$ cat config.mk
export PLATFORM = sky130hd
export DESIGN_NAME = sra_top
export DESIGN_NICKNAME = d
export VERILOG_FILES = /design/src/hdl/sra_pkg.sv /design/src/hdl/sra_top.sv
export VERILOG_INCLUDE_DIRS = /design/src /design/src/hdl
export SDC_FILE = /design/constraint.sdc
export NUM_CORES = 1
export LEC_CHECK = 0
export ABC_AREA = 1
export BUFFER_PORTS_ARGS = -buffer_cell sky130_fd_sc_hd__buf_2
export CAP_MARGIN = 20
export CELL_PAD_IN_SITES_DETAIL_PLACEMENT = 1
export CELL_PAD_IN_SITES_GLOBAL_PLACEMENT = 2
export CORE_MARGIN = 10
export CORE_UTILIZATION = 35
export CTS_CLUSTER_SIZE = 8
export DETAILED_ROUTE_END_ITERATION = 12
export PLACE_DENSITY_LB_ADDON = 0.1
export SLEW_MARGIN = 25
export SYNTH_ARGS = -nofsm -noshare
export SYNTH_HDL_FRONTEND = slang
export SYNTH_SLANG_ARGS = --single-unit
$ cat constraint.sdc
create_clock -name clk_i -period 2.6 [get_ports clk_i]
set_input_delay 0.13 -clock clk_i [delete_from_list [all_inputs] [get_ports clk_i]]
set_output_delay 0.13 -clock clk_i [all_outputs]
set_load 0.005 [all_outputs]
$ cat src/hdl/sra_defs.svh
// Register offsets, field positions, reset values and timing for the seconds RTC block
`ifndef SRA_DEFS_SVH
`define SRA_DEFS_SVH
`define SRA_ADDR_TALLY 16'h4020
`define SRA_ADDR_SEC_HI 16'h4021
`define SRA_ADDR_SEC_LO 16'h4022
`define SRA_ADDR_ALM_HI 16'h4023
`define SRA_ADDR_ALM_LO 16'h4024
`define SRA_ADDR_CTRL 16'h4025
`define SRA_ADDR_IRQ_STAT 16'h4030
`define SRA_ADDR_IRQ_MASK 16'h4031
`define SRA_CTRL_VALID_BIT 15
`define SRA_CTRL_BUSY_BIT 14
`define SRA_CTRL_ALM_EN_BIT 10
`define SRA_CTRL_SEL_MSB 6
`define SRA_CTRL_SEL_LSB 4
`define SRA_IRQ_ALARM_BIT 0
`define SRA_IRQ_PERIOD_BIT 1
`define SRA_SEC_RST 32'h0000_0000
`define SRA_ALARM_RST 16'h0000
`define SRA_TALLY_SEED 16'hACE1
`define SRA_TALLY_TAPS 16'hB400
`define SRA_SEL_OFF 3'h0
`define SRA_XTAL_HZ 32768
`define SRA_CLK_PERIOD_NS 10
`define SRA_SYNC_TIME_NS 200
`endif

$ cat src/hdl/sra_pkg.sv
// Types shared by the seconds RTC block
package sra_pkg;
   typedef struct packed {
      logic [15:0] addr;
      logic [15:0] wdata;
      logic wr;
      logic rd;
   } sra_bus_s;

   typedef struct packed {
      logic [2:0] xsync;
      logic xlvl;
      logic [15:0] pre;
      logic [31:0] sec;
      logic [31:0] alm;
      logic [15:0] tally;
      logic valid;
      logic [4:0] busy_cnt;
      logic alm_en;
      logic [2:0] sel;
      logic [6:0] pcnt;
      logic [1:0] irq_stat;
      logic [1:0] irq_mask;
      logic irq;
      logic [15:0] rdata;
   } sra_state_s;
endpackage

$ cat src/hdl/sra_top.sv
// Seconds counter, alarm, periodic interrupt and register slave of the RTC
`timescale 1ns/1ps
`include "sra_defs.svh"

// Overview of operation
// - Seconds write steps pseudo-random write tally
// - Seconds count advances by one per tick not met by a seconds write
// - Upper and lower seconds halves readable
// - Alarm time stored as two halves
// - Alarm halves reset to zero
// - Time-set flag sets after seconds write
// - Periodic interrupt, select doubles 2 to 128s
module sra_top
   import sra_pkg::*;
#(
   parameter int XTAL_PER_SEC = `SRA_XTAL_HZ
) (
   input wire logic clk_i,
   input wire logic rst_n_i,
   input wire logic ce_i,
   input wire logic xtal_i,
   input wire sra_bus_s bus_i,
   output logic [15:0] rdata_o,
   output logic irq_o
);

   // *****************************************************
   // Timing
   // *****************************************************
   localparam int BUSY_CYCLES_INT =
      (`SRA_SYNC_TIME_NS + `SRA_CLK_PERIOD_NS - 1) / `SRA_CLK_PERIOD_NS;
   localparam logic [4:0] BUSY_CYCLES = 5'(BUSY_CYCLES_INT);
   localparam logic [15:0] PRE_LAST = 16'(XTAL_PER_SEC - 1);

   // *****************************************************
   // State
   // *****************************************************
   sra_state_s st;
   sra_state_s next_st;

   logic xtal_rise;
   logic tick;
   logic wr_sec_hi;
   logic wr_sec_lo;
   logic wr_alm_hi;
   logic wr_alm_lo;
   logic wr_ctrl;
   logic wr_stat;
   logic wr_mask;
   logic sec_write;
   logic [31:0] sec_inc;
   logic [6:0] pcnt_inc;
   logic [6:0] sel_mask;
   logic alarm_ev;
   logic period_ev;
   logic [1:0] events;
   logic [1:0] clear_bits;
   logic [15:0] ctrl_word;
   logic [15:0] rd_word;
   logic busy;
   logic pre_wrap;
   logic sec_step;
   logic alarm_hit;
   logic [15:0] tally_step;
   logic [6:0] next_pcnt;
   logic [1:0] next_stat;
   logic [1:0] next_mask;
   logic next_irq;

   // *****************************************************
   // Address decode
   // *****************************************************
   always_comb begin
      wr_sec_hi = 1'b0;
      wr_sec_lo = 1'b0;
      wr_alm_hi = 1'b0;
      wr_alm_lo = 1'b0;
      wr_ctrl = 1'b0;
      wr_stat = 1'b0;
      wr_mask = 1'b0;
      if (bus_i.addr == `SRA_ADDR_SEC_HI) begin
         wr_sec_hi = bus_i.wr;
      end else if (bus_i.addr == `SRA_ADDR_SEC_LO) begin
         wr_sec_lo = bus_i.wr;
      end else if (bus_i.addr == `SRA_ADDR_ALM_HI) begin
         wr_alm_hi = bus_i.wr;
      end else if (bus_i.addr == `SRA_ADDR_ALM_LO) begin
         wr_alm_lo = bus_i.wr;
      end else if (bus_i.addr == `SRA_ADDR_CTRL) begin
         wr_ctrl = bus_i.wr;
      end else if (bus_i.addr == `SRA_ADDR_IRQ_STAT) begin
         wr_stat = bus_i.wr;
      end else if (bus_i.addr == `SRA_ADDR_IRQ_MASK) begin
         wr_mask = bus_i.wr;
      end
   end

   // Tally is read-only; a write to it is dropped
   assign sec_write = wr_sec_hi | wr_sec_lo;

   // *****************************************************
   // Read mux
   // *****************************************************
   always_comb begin
      ctrl_word = 16'h0000;
      ctrl_word[`SRA_CTRL_VALID_BIT] = st.valid;
      ctrl_word[`SRA_CTRL_BUSY_BIT] = busy;
      ctrl_word[`SRA_CTRL_ALM_EN_BIT] = st.alm_en;
      ctrl_word[`SRA_CTRL_SEL_MSB:`SRA_CTRL_SEL_LSB] = st.sel;
   end

   // Halves have no shadow latch: a high then low read can tear across
   // a tick, so software reads the high half again to catch a carry
   always_comb begin
      rd_word = 16'h0000;
      if (bus_i.addr == `SRA_ADDR_TALLY) begin
         rd_word = st.tally;
      end else if (bus_i.addr == `SRA_ADDR_SEC_HI) begin
         rd_word = st.sec[31:16];
      end else if (bus_i.addr == `SRA_ADDR_SEC_LO) begin
         rd_word = st.sec[15:0];
      end else if (bus_i.addr == `SRA_ADDR_ALM_HI) begin
         rd_word = st.alm[31:16];
      end else if (bus_i.addr == `SRA_ADDR_ALM_LO) begin
         rd_word = st.alm[15:0];
      end else if (bus_i.addr == `SRA_ADDR_CTRL) begin
         rd_word = ctrl_word;
      end else if (bus_i.addr == `SRA_ADDR_IRQ_STAT) begin
         rd_word = {14'h0000, st.irq_stat};
      end else if (bus_i.addr == `SRA_ADDR_IRQ_MASK) begin
         rd_word = {14'h0000, st.irq_mask};
      end
   end

   // *****************************************************
   // Crystal edge and one-second tick
   // *****************************************************
   // The filtered level only follows once the last two stages agree,
   // so a single metastable sample cannot make a false edge.
   assign xtal_rise = (st.xsync[1] == st.xsync[2]) & st.xsync[2] & ~st.xlvl;
   assign pre_wrap = (st.pre == PRE_LAST);
   assign tick = xtal_rise & pre_wrap;

   // *****************************************************
   // Events
   // *****************************************************
   assign sec_inc = st.sec + 32'h0000_0001;
   assign pcnt_inc = st.pcnt + 7'h01;
   assign sel_mask = 7'((8'h01 << st.sel) - 8'h01);

   // A tick that meets a seconds write is lost, and its events with it
   assign sec_step = tick & ~sec_write;
   // Alarm compares the value the count is about to take
   assign alarm_hit = (sec_inc == st.alm);
   assign alarm_ev = sec_step & st.alm_en & alarm_hit;
   // Period is 2 to the power of the select code
   assign period_ev = sec_step & (st.sel != `SRA_SEL_OFF) &
                      ((pcnt_inc & sel_mask) == 7'h00);

   always_comb begin
      events = 2'h0;
      events[`SRA_IRQ_ALARM_BIT] = alarm_ev;
      events[`SRA_IRQ_PERIOD_BIT] = period_ev;
   end

   assign clear_bits = wr_stat ? bus_i.wdata[1:0] : 2'h0;

   // *****************************************************
   // Busy flag, write tally, period phase and status
   // *****************************************************
   assign busy = (st.busy_cnt != 5'h00);

   always_comb begin
      // Galois LFSR step gives a fresh value per seconds write
      if (st.tally[0]) begin
         tally_step = (st.tally >> 1) ^ `SRA_TALLY_TAPS;
      end else begin
         tally_step = st.tally >> 1;
      end
   end

   // A new select restarts the period phase
   always_comb begin
      next_pcnt = st.pcnt;
      if (wr_ctrl) begin
         next_pcnt = 7'h00;
      end else if (sec_step) begin
         next_pcnt = pcnt_inc;
      end
   end

   always_comb begin
      // Sticky status: a new event wins over a clear in the same cycle
      next_stat = (st.irq_stat & ~clear_bits) | events;
      next_mask = st.irq_mask;
      if (wr_mask) begin
         next_mask = bus_i.wdata[1:0];
      end
      // The level follows the new status and mask on the same edge
      next_irq = |(next_stat & next_mask);
   end

   // *****************************************************
   // Next state
   // *****************************************************
   always_comb begin
      next_st = st;

      // Synchroniser: stage one only feeds stage two
      next_st.xsync = {st.xsync[1:0], xtal_i};
      if (st.xsync[1] == st.xsync[2]) begin
         next_st.xlvl = st.xsync[2];
      end

      // Prescaler
      if (xtal_rise) begin
         if (pre_wrap) begin
            next_st.pre = 16'h0000;
         end else begin
            next_st.pre = st.pre + 16'h0001;
         end
      end

      // Seconds count; a write restarts the current second
      if (sec_write) begin
         next_st.pre = 16'h0000;
         if (wr_sec_hi) begin
            next_st.sec[31:16] = bus_i.wdata;
         end
         if (wr_sec_lo) begin
            next_st.sec[15:0] = bus_i.wdata;
         end
         next_st.valid = 1'b1;
         // Nothing blocks a write while busy; the host waits for the flag
         next_st.busy_cnt = BUSY_CYCLES;
         next_st.tally = tally_step;
      end else begin
         if (sec_step) begin
            next_st.sec = sec_inc;
         end
         if (busy) begin
            next_st.busy_cnt = st.busy_cnt - 5'h01;
         end
      end

      // Alarm halves
      if (wr_alm_hi) begin
         next_st.alm[31:16] = bus_i.wdata;
      end
      if (wr_alm_lo) begin
         next_st.alm[15:0] = bus_i.wdata;
      end

      // Control
      if (wr_ctrl) begin
         next_st.alm_en = bus_i.wdata[`SRA_CTRL_ALM_EN_BIT];
         next_st.sel = bus_i.wdata[`SRA_CTRL_SEL_MSB:`SRA_CTRL_SEL_LSB];
      end
      next_st.pcnt = next_pcnt;

      // Status, mask and interrupt level
      next_st.irq_stat = next_stat;
      next_st.irq_mask = next_mask;
      next_st.irq = next_irq;

      // Read data stands for the one cycle after the strobe
      next_st.rdata = bus_i.rd ? rd_word : 16'h0000;
   end

   // *****************************************************
   // Registers
   // *****************************************************
   always_ff @(posedge clk_i or negedge rst_n_i) begin
      if (!rst_n_i) begin
         st.xsync <= 3'h0;
         st.xlvl <= 1'b0;
         st.pre <= 16'h0000;
         st.sec <= `SRA_SEC_RST;
         st.alm <= {`SRA_ALARM_RST, `SRA_ALARM_RST};
         st.tally <= `SRA_TALLY_SEED;
         st.valid <= 1'b0;
         st.busy_cnt <= 5'h00;
         st.alm_en <= 1'b0;
         st.sel <= `SRA_SEL_OFF;
         st.pcnt <= 7'h00;
         st.irq_stat <= 2'h0;
         st.irq_mask <= 2'h0;
         st.irq <= 1'b0;
         st.rdata <= 16'h0000;
      end else if (ce_i) begin
         st <= next_st;
      end
   end

   // *****************************************************
   // Outputs
   // *****************************************************
   assign rdata_o = st.rdata;
   assign irq_o = st.irq;

endmodule

==> results.toml, run 1 <==
[run]
maxCapViolCount = 0

[yosys]
yosys.area.top_type = "dfrtp_1"
synth_edf_count = 0
netlist_instances = 1224
yosys.cell_count.top_type = "nand2_1"
yosysWarnings = 0
synth.distinct_cells = 59
synth_area_mm2 = 0.008732
avgSynthCellArea_um2 = 7.134
synth_common_cells = "nand2_1, inv_1, nor2_1"
synth_seq_cells = 138
synth_nets = 1268
synthTopCellsByArea = "dfrtp_1, nand2_1, o21ai_0"
async_reset_ff_share_pct = 100.0
ys.flop_type = "dfrtp_1"
seq_area_frac_synth_pct = 39.66
yosys.area.top_type_share_pct = 37.25

[global_routing]
grt_pass1_vias = 8962
met1_usage_pct = 29.74
antenna_found_initial = 0
grt_max_degree = 58
met3_usage_pct = 3.676
grt_use_met2_pct = 33.98
overflow = 0
grt_usage_pct = 21.56
grt_pass1_wl_mm = 52.42
grt.busiest_layer = "met2"

[cts]
cts.sinks = 138
clockBufferDepth = 2
htree_num_levels = 4
cts_tree = "built"
cts_root_buffer = "clkbuf_16"
cts-buffers-inserted = 17
worstSkewPairLatency_ns = 0.45
clk_pin_slew_ns = 0.07
cts_setup_buffers = 0

[timing]
worst_pin_slew_ns = 0.7319
rsz0062_at_grt = "false"
finalSetupViolCount = 0
setup_tns_ns = 0
finalHoldViolCount = 0
slew_headroom_pct = 51.10
period_needed_ns = 2.408
clock_skew_ns = 0.01250
timing.final.crit_share_pct = 92.62
drv_slew = 0
fmax_mhz = 415.3

[setup_path]
cp_slowest_cell = "dfrtp_2"
cp_max_fo = 5
crit_family = "simple AND/OR/NAND/NOR gates"
critPathKind = "reg -> reg"
r2r_slack_ns = 0.19
cpMostUsedCell = "nand2_1"
crit_chain = "nand2_1 -> buf_4 -> nor2_2 -> nand2_1 -> nor2_2 -> nand2_1 -> nand2_1 -> nand2_1 -> nand2_1 -> nand2_1 -> nor2_1 -> nand3_1 -> nor2_1 -> nand2_1 -> nand2_1 -> nand2_1 -> nand2_1"
cpPeakStageDelay_ns = 0.44
worst-path-buf-inv = 1
required_ns = 2.97
cp-start-kind = "flop"
end_kind = "flop"
arrival_ns = 2.78

[routing]
post_drt_wl_per_cell_um = 20.50
wl_mm = 33.57
drt-initial-drc-count = 544
viasPerCell = 5.280
vias = 8648
first_pass_iters = 5
ant_nets = 0
drc_errors = 0

[power_and_ir_drop]
power_density_mw_per_mm2 = 536.3
p_leak_nw = 4.859
power.total_mw = 5.515
irDropWorstVdd_mv = 0.4034

[final_layout]
num_antenna_cells = 0
final_net_count = 1345
drive_gt1_share_pct = 15.22
syn_to_final_growth_pct = 17.75

[worst_hold_path]
hp-class = "in -> reg"

[floorplanning]
dieArea_mm2 = 0.03167
rows = 57
start_util_pct = 35.70
ios = 55
die_y_um = 178.0
die_w_um = 178.0
core-area_mm2 = 0.02446

[outcome]
status = "complete, no violations"

[placement]
place_hpwl_mm = 24.89
io_buffers = 54
place_congestion = 0.8942
[final timing paths]
check	startpoint	to	depth (start not counted)
worst max-delay path	st[95]	irq_o	17
worst min-delay path	bus_i[4]	st[72]	3
worst max register to register	st[95]	irq_o	17
worst min register to register	ctrl_word[15]	ctrl_word[15]	2
max in group asynchronous	rst_n_i	st[120]	3
min in group asynchronous	rst_n_i	ctrl_word[5]	2
[power by group]
| group | internal, mW | switching (mW) |
|---|---|---|
| Combinational | 0.160 | 0.277 |
| Sequential | 2.25 | 0.0878 |
| Clock | 1.57 | 1.17 |
[routing by layer]
metal	part of all wire (%)	wire, um
met1	49	16360
met5	0	0
met4	1.7	567
met2	45	15220
met3	4.2	1422
[what timing repair did]
| action | in CTS | in global routing |
|---|---|---|
| hold buffers | 12 | 0 |
| endpoints found under the setup margin | 0 | 23 |
| endpoints found under the hold margin | 58 | 0 |
| resized for setup | 0 | 14 |
[flip-flops by register name, indices dropped and copies added (netlist names)]
name	count
ctrl_word	5
st	114
irq_o	1
rdata_o	16
next_st	2
[placed cells by master, fill, tap and decap left out, drive strengths merged, types with 6 or more instances in the layout]
cell,instances
dfstp,8
a31oi,6
ha,6
o211ai,15
nand3,78
clkbuf,17
nand2,333
xor2,10
dlygate4sd3,12
a21oi,38
o22ai,8
nor2,155
inv,157
dfrtp,130
o21ai,165
buf,95
nand3b,7
nor3,18
nand4,11
[final cells by class]
| class | count | area (um2) |
|---|---|---|
| Clock buffer | 17 | 425.4 |
| Timing Repair Buffer | 107 | 716.9 |
| Fill cell | 3125 | 14180 |
| Inverter | 149 | 561.8 |
| Multi-Input combinational cell | 888 | 4484 |
| Sequential cell | 138 | 3468 |
| Tap cell | 324 | 405.4 |
| Clock inverter | 15 | 220.2 |
[worst register-to-register path, stage by stage, from the launching register on]
cell and delay, ns:
dfrtp_2 0.44, nand2_1 0.13, buf_4 0.16, nor2_2 0.17, nand2_1 0.14, nor2_2 0.20, nand2_1 0.07, nand2_1 0.07
nand2_1 0.06, nand2_1 0.05, nand2_1 0.09, nor2_1 0.24, nand3_1 0.13, nor2_1 0.10, nand2_1 0.07, nand2_1 0.10
nand2_1 0.07, nand2_1 0.06
[per-stage QoR]
step                area, um2  setup slack (ns)  hold slack, ns  instances  utilization, %
floorplan                8732            0.6946         -0.1656       1224               -
global placement         9460            0.1339          0.1480       1593           38.67
detailed placement       9460           0.08366          0.1576       1593           38.67
CTS                     10230           0.04153        0.002180       1637           41.80
global route            10280           0.01901         0.01018       1638           42.03
finish                  10280            0.1920         0.01178       1638           42.03
[cell families (layout without fill, tap and decap cells)]
| group | count (synthesis) | after routing | share of synthesized area [%] |
|---|---|---|---|
| AND/OR/NAND/NOR | 608 | 608 | 30.65 |
| AO/OA/AOI/OAI | 255 | 256 | 16.68 |
| buffers and inverters | 199 | 288 | 9.629 |
| flip-flops | 138 | 138 | 39.66 |
| XOR/XNOR | 18 | 18 | 2.522 |
| adder cells (fa/ha/maj) | 6 | 6 | 0.8597 |
Note: power is estimated with default switching activity, not from simulation.
==> run 2, diff against run 1 <==
--- a/config.mk
+++ b/config.mk
@@ -7,14 +7,14 @@
 export NUM_CORES = 1
 export LEC_CHECK = 0
 export ABC_AREA = 1
-export BUFFER_PORTS_ARGS = -buffer_cell sky130_fd_sc_hd__buf_2
 export CAP_MARGIN = 20
 export CELL_PAD_IN_SITES_DETAIL_PLACEMENT = 1
 export CELL_PAD_IN_SITES_GLOBAL_PLACEMENT = 2
 export CORE_MARGIN = 10
-export CORE_UTILIZATION = 35
+export CORE_UTILIZATION = 37
 export CTS_CLUSTER_SIZE = 8
 export DETAILED_ROUTE_END_ITERATION = 12
+export DONT_BUFFER_PORTS = 1
 export PLACE_DENSITY_LB_ADDON = 0.1
 export SLEW_MARGIN = 25
 export SYNTH_ARGS = -nofsm -noshare
==> run 2 against run 1 <==
Effect of this change: first-iteration DRC count is 22% higher; sequential share of layout area up 0.74 points; die area fell by 4.8%; the flow now finishes with violations (hold timing); largest cell class unchanged; utilization grew 1.1 points; clock skew grew 0.0053 ns; clock-buffer cell count stayed put.
==> results.toml, run 2 (synthesis gave the netlist of run 1 again) <==
[placement]
place_hpwl_mm = 24.04
place_congestion = 0.9681
place_area_mm2 = 0.009193
dp.cells = 1536
io_buffers = 0

[routing]
drt-initial-drc-count = 664
drc_errors = 0
ant_nets = 0
vias = 8474
wl_mm = 33.17
post_drt_wl_per_cell_um = 20.87
first_pass_iters = 5
viasPerCell = 5.333

[global_routing]
grt_usage_pct = 21.82
grt_pass1_wl_mm = 51.47
overflow = 0
grt_max_degree = 139
grt_pass1_vias = 8810
antenna_found_initial = 0

[floorplanning]
ios = 55
dieArea_mm2 = 0.03015
die_y_um = 173.6
core-area_mm2 = 0.02333
start_util_pct = 37.42
rows = 56
die_w_um = 173.6

[timing]
finalSetupViolCount = 0
whs_ns = -0.6147
clock_skew_ns = 0.01776
fmax_mhz = 421.5
period_needed_ns = 2.373
rsz0062_at_grt = "false"
drv_slew = 0
finalHoldViolCount = 138
worst_pin_slew_ns = 1.051
slew_headroom_pct = 29.85
timing.final.crit_share_pct = 91.26

[setup_path]
critPathKind = "reg -> reg"
required_ns = 2.98
cp-start-kind = "flop"
end_kind = "flop"
arrival_ns = 2.75
cp_max_fo = 5

[final_layout]
fin_area_mm2 = 0.01005
syn_to_final_growth_pct = 15.13
drive_gt1_share_pct = 11.50
fillers = 2938
layout_commonest_cell = "nand2_1"
num_antenna_cells = 0
largest_reg_flops = 114
layout.cells.non_filler = 1589
final_net_count = 1301
largest_register = "st"
layout_common_cells = "nand2_1, inv_1, nor2_1, o21ai_0, dfrtp_1"

[cts]
clk_pin_slew_ns = 0.07
clockBufferDepth = 2
worstSkewPairLatency_ns = 0.44
cts-buffers-inserted = 17
cts.sinks = 138
cts_root_buffer = "clkbuf_16"
post_cts_hold_buffer_count = 18
htree_num_levels = 4
cts_tree = "built"

[power_and_ir_drop]
power_density_mw_per_mm2 = 527.7
irDropWorstVdd_mv = 0.3805
p_leak_nw = 4.650

[outcome]
violations = "hold timing"
status = "finished with violations"

[run]
maxCapViolCount = 0

[worst_hold_path]
hp-class = "in -> async"
==> run 2: cell type report <==
type	instances	area [um2]	area share, %
multi-input combinational	888	4472	44.48
sequential	138	3466	34.47
inverter	149	561.8	5.588
timing repair buffer	63	530.5	5.277
clock buffer	17	425.4	4.231
tap	319	399.1	3.970
clock inverter	15	198.9	1.979
==> run 2: repair_timing <==
item | in CTS | in global routing
hold endpoints to repair | 192 | 138
pin swaps | 0 | 1
cloned | 0 | 1
endpoints found under the setup margin | 2 | 15
setup buffers | 0 | 2
gates resized for setup | 1 | 9
==> run 2: worst paths after layout <==
path	start	endpoint	slack, ns	cells past startpoint
worst max-delay path	st[95]	st[19]	0.23	16
worst min-delay path	rst_n_i	st[22]	-0.61	0
worst max register to register	st[95]	st[19]	0.23	16
worst min register to register	ctrl_word[15]	ctrl_word[15]	0.47	2
max in group asynchronous	rst_n_i	st[91]	2.74	0
min in group clk_i	bus_i[1]	st[26]	0.02	3
==> run 2: routing by layer <==
metal | vias up | part of all wire [%] | track usage [%]
met1 | 4148 | 46 | 29.29
met3 | 45 | 6.6 | 4.618
met5 | - | 0 | 0
met4 | 0 | 2.1 | 5.736
li1 | 4038 | - | -
met2 | 243 | 46 | 34.93
==> run 2: per-stage QoR <==
stage | total power [mW] | hold slack, ns | setup WS (ns) | setup TNS (ns) | util (%)
detailed placement | 2.702 | -0.1550 | -0.02928 | -0.04384 | 39.40
floorplan | 2.608 | -0.1656 | 0.6946 | 0 | -
CTS | 5.368 | -0.6233 | 0.02448 | 0 | 42.86
finish | 5.305 | -0.6147 | 0.2273 | 0 | 43.09
global placement | 2.689 | -0.1558 | 0.01992 | 0 | 39.40
global route | 5.525 | -0.6271 | 0.004791 | 0 | 43.09
==> run 2: report_power, final <==
group          leakage [nW]  internal [mW]  switching [mW]  total, mW
logic                  2.67          0.140           0.209      0.349
clock network         0.302           1.40            1.22       2.62
registers              1.67           2.25          0.0863       2.33
total                  4.65           3.79            1.52       5.31
==> run 2: worst max-delay path: stages (launching register included) <==
cell,delay (ns)
dfrtp_1,0.47
nand2_1,0.18
nor2_1,0.22
nand2_1,0.14
nor2_2,0.20
nand2_1,0.07
nand2_1,0.08
nand2_1,0.07
nand2_1,0.06
nand2_1,0.08
nor2_1,0.25
nand3_1,0.11
nor2_1,0.09
nand2_1,0.07
nand2_1,0.09
nand2_1,0.05
nand2_1,0.07
==> run 3, diff against run 2 <==
--- a/config.mk
+++ b/config.mk
@@ -16,6 +16,7 @@
 export DETAILED_ROUTE_END_ITERATION = 12
 export DONT_BUFFER_PORTS = 1
 export PLACE_DENSITY_LB_ADDON = 0.1
+export REMOVE_ABC_BUFFERS = 1
 export SLEW_MARGIN = 25
 export SYNTH_ARGS = -nofsm -noshare
 export SYNTH_HDL_FRONTEND = slang
==> run 3 against run 2 <==
Effect of this change: the run still ends with hold timing left; first-iteration DRC count is 25% lower; register-to-register slack worse by 0.04 ns; clock power is 4% lower; hold slack better by 0.0035 ns; design area is 1.5% lower; fmax is 1.8% lower; die area stayed put; clock-buffer cell count stayed put; final cell count is 0.82% lower.
==> results.toml, run 3 (synthesis gave the netlist of run 1 again) <==
[outcome]
status = "finished with violations"
violations = "hold timing"

[timing]
timing.final.crit_share_pct = 92.95
slew_headroom_pct = 52.39
finalSetupViolCount = 0
finalHoldViolCount = 138
period_needed_ns = 2.417
drv_slew = 0
rsz0062_at_grt = "false"
clock_skew_ns = 0.01143
worst_pin_slew_ns = 0.7134
fmax_mhz = 413.8
setup_tns_ns = 0
whs_ns = -0.6112

[placement]
dp.cells = 1525
place_area_mm2 = 0.009110
place_congestion = 0.9215
place_hpwl_mm = 23.46
io_buffers = 0

[power_and_ir_drop]
net-switching-power_mw = 1.458
p_sw_share_pct = 28.01
p_leak_nw = 4.566
p_comb_share_pct = 6.8
clkPwrFrac_pct = 48.4
seqPwrFrac_pct = 44.8
power_density_mw_per_mm2 = 525.5
p_int_mw = 3.747
irDropWorstVdd_mv = 0.4180

[floorplanning]
core-area_mm2 = 0.02333
rows = 56
start_util_pct = 37.42
dieArea_mm2 = 0.03015
die_w_um = 173.6
ios = 55
die_y_um = 173.6

[setup_path]
r2r_slack_ns = 0.18
critPathKind = "reg -> reg"
r2r_cells = 16
reg2reg_to = "st[19]"
end_kind = "flop"
cp-start-kind = "flop"
crit_start = "st[93]"
arrival_ns = 2.78
required_ns = 2.97
cp_max_fo = 5
reg2reg_from = "st[93]"

[final_layout]
layout.cells.non_filler = 1576
layout_commonest_cell = "nand2_1"
largest_reg_flops = 114
syn_to_final_growth_pct = 13.43
layout_common_cells = "nand2_1, inv_1, nor2_1, o21ai_0, dfrtp_1"
final_net_count = 1288
drive_gt1_share_pct = 10.50
largest_register = "st"
fillers = 2949
num_antenna_cells = 0
layout.area.seq_mm2 = 0.003466
multiInputGateArea_mm2 = 0.004451
fin_area_mm2 = 0.009905

[cts]
cts_setup_buffers = 0
clk_pin_slew_ns = 0.07
cts-buffers-inserted = 17
cts.sinks = 138
worstSkewPairLatency_ns = 0.44
cts_tree = "built"
clockBufferDepth = 2
cts_root_buffer = "clkbuf_16"
post_cts_hold_buffer_count = 19
htree_num_levels = 4

[routing]
vias = 8261
wl_mm = 31.83
drt-initial-drc-count = 496
first_pass_iters = 5
drc_errors = 0
viasPerCell = 5.242
post_drt_wl_per_cell_um = 20.20
ant_nets = 0

[worst_hold_path]
hp-class = "in -> async"

[global_routing]
grt_max_degree = 139
antenna_found_initial = 0
overflow = 0
grt_usage_pct = 21.08
grt_pass1_vias = 8564
grt_pass1_wl_mm = 49.86

[run]
maxCapViolCount = 0
==> run 3: worst max-delay path: stages, from the launching register on <==
cell	delay, ns
dfrtp_1	0.47
nand2_1	0.16
nor2_2	0.31
nand2_1	0.14
nor2_4	0.17
nand2_1	0.07
nand2_1	0.08
nand2_1	0.07
nand2_1	0.06
nand2_1	0.06
nor2_1	0.15
nand2_1	0.11
nor2_1	0.11
nand2_1	0.14
nand2_1	0.13
nand2_1	0.06
nand2_1	0.07
==> run 3: timing repair <==
action                     4_1_cts  5_1_grt
setup endpoints to repair        0        6
hold endpoints to repair       188      138
gates resized for setup          0        8
==> run 3: cell type report <==
class                      instances  area share, %
sequential                       138          34.99
clock inverter                    15          1.604
tap                              319          4.030
multi-input combinational        887          44.93
inverter                         149          5.672
clock buffer                      17          4.295
timing repair buffer              51          4.472
==> run 3: worst max-delay path by stage <==
stage | to | depth (start not counted)
detailed placement | st[19] | 15
floorplan | st[102] | 9
global route | st[19] | 17
global placement | irq_o | 15
CTS | st[19] | 15
finish | st[19] | 16
==> run 3: through the flow <==
stage               setup slack (ns)  total power, mW  util (%)  hold WS, ns
global route                0.001526            5.429     42.45      -0.6320
detailed placement           0.07226            2.700     39.04      -0.1568
finish                        0.1833            5.205     42.45      -0.6112
floorplan                     0.1756            2.599         -      -0.1656
global placement             0.06202            2.687     39.04      -0.1570
CTS                          0.03987            5.260     42.36      -0.6246
==> run 3: power by group through the flow <==
stage               registers [mW]  clock network, mW  logic [mW]
finish                        2.33               2.52       0.353
global route                  2.35               2.66       0.417
CTS                           2.33               2.57       0.358
detailed placement            2.37                  0       0.327
global placement              2.37                  0       0.317
floorplan                     2.35                  0       0.249
==> run 3: per-layer routing <==
metal / up-vias / GRT usage (%) / share of wire [%]
li1: 4018 / - / -
met1: 4047 / 28.03 / 47
met2: 160 / 34.03 / 47
met3: 36 / 4.095 / 4.7
met4: 0 / 6.199 / 1.9
met5: - / 0 / 0
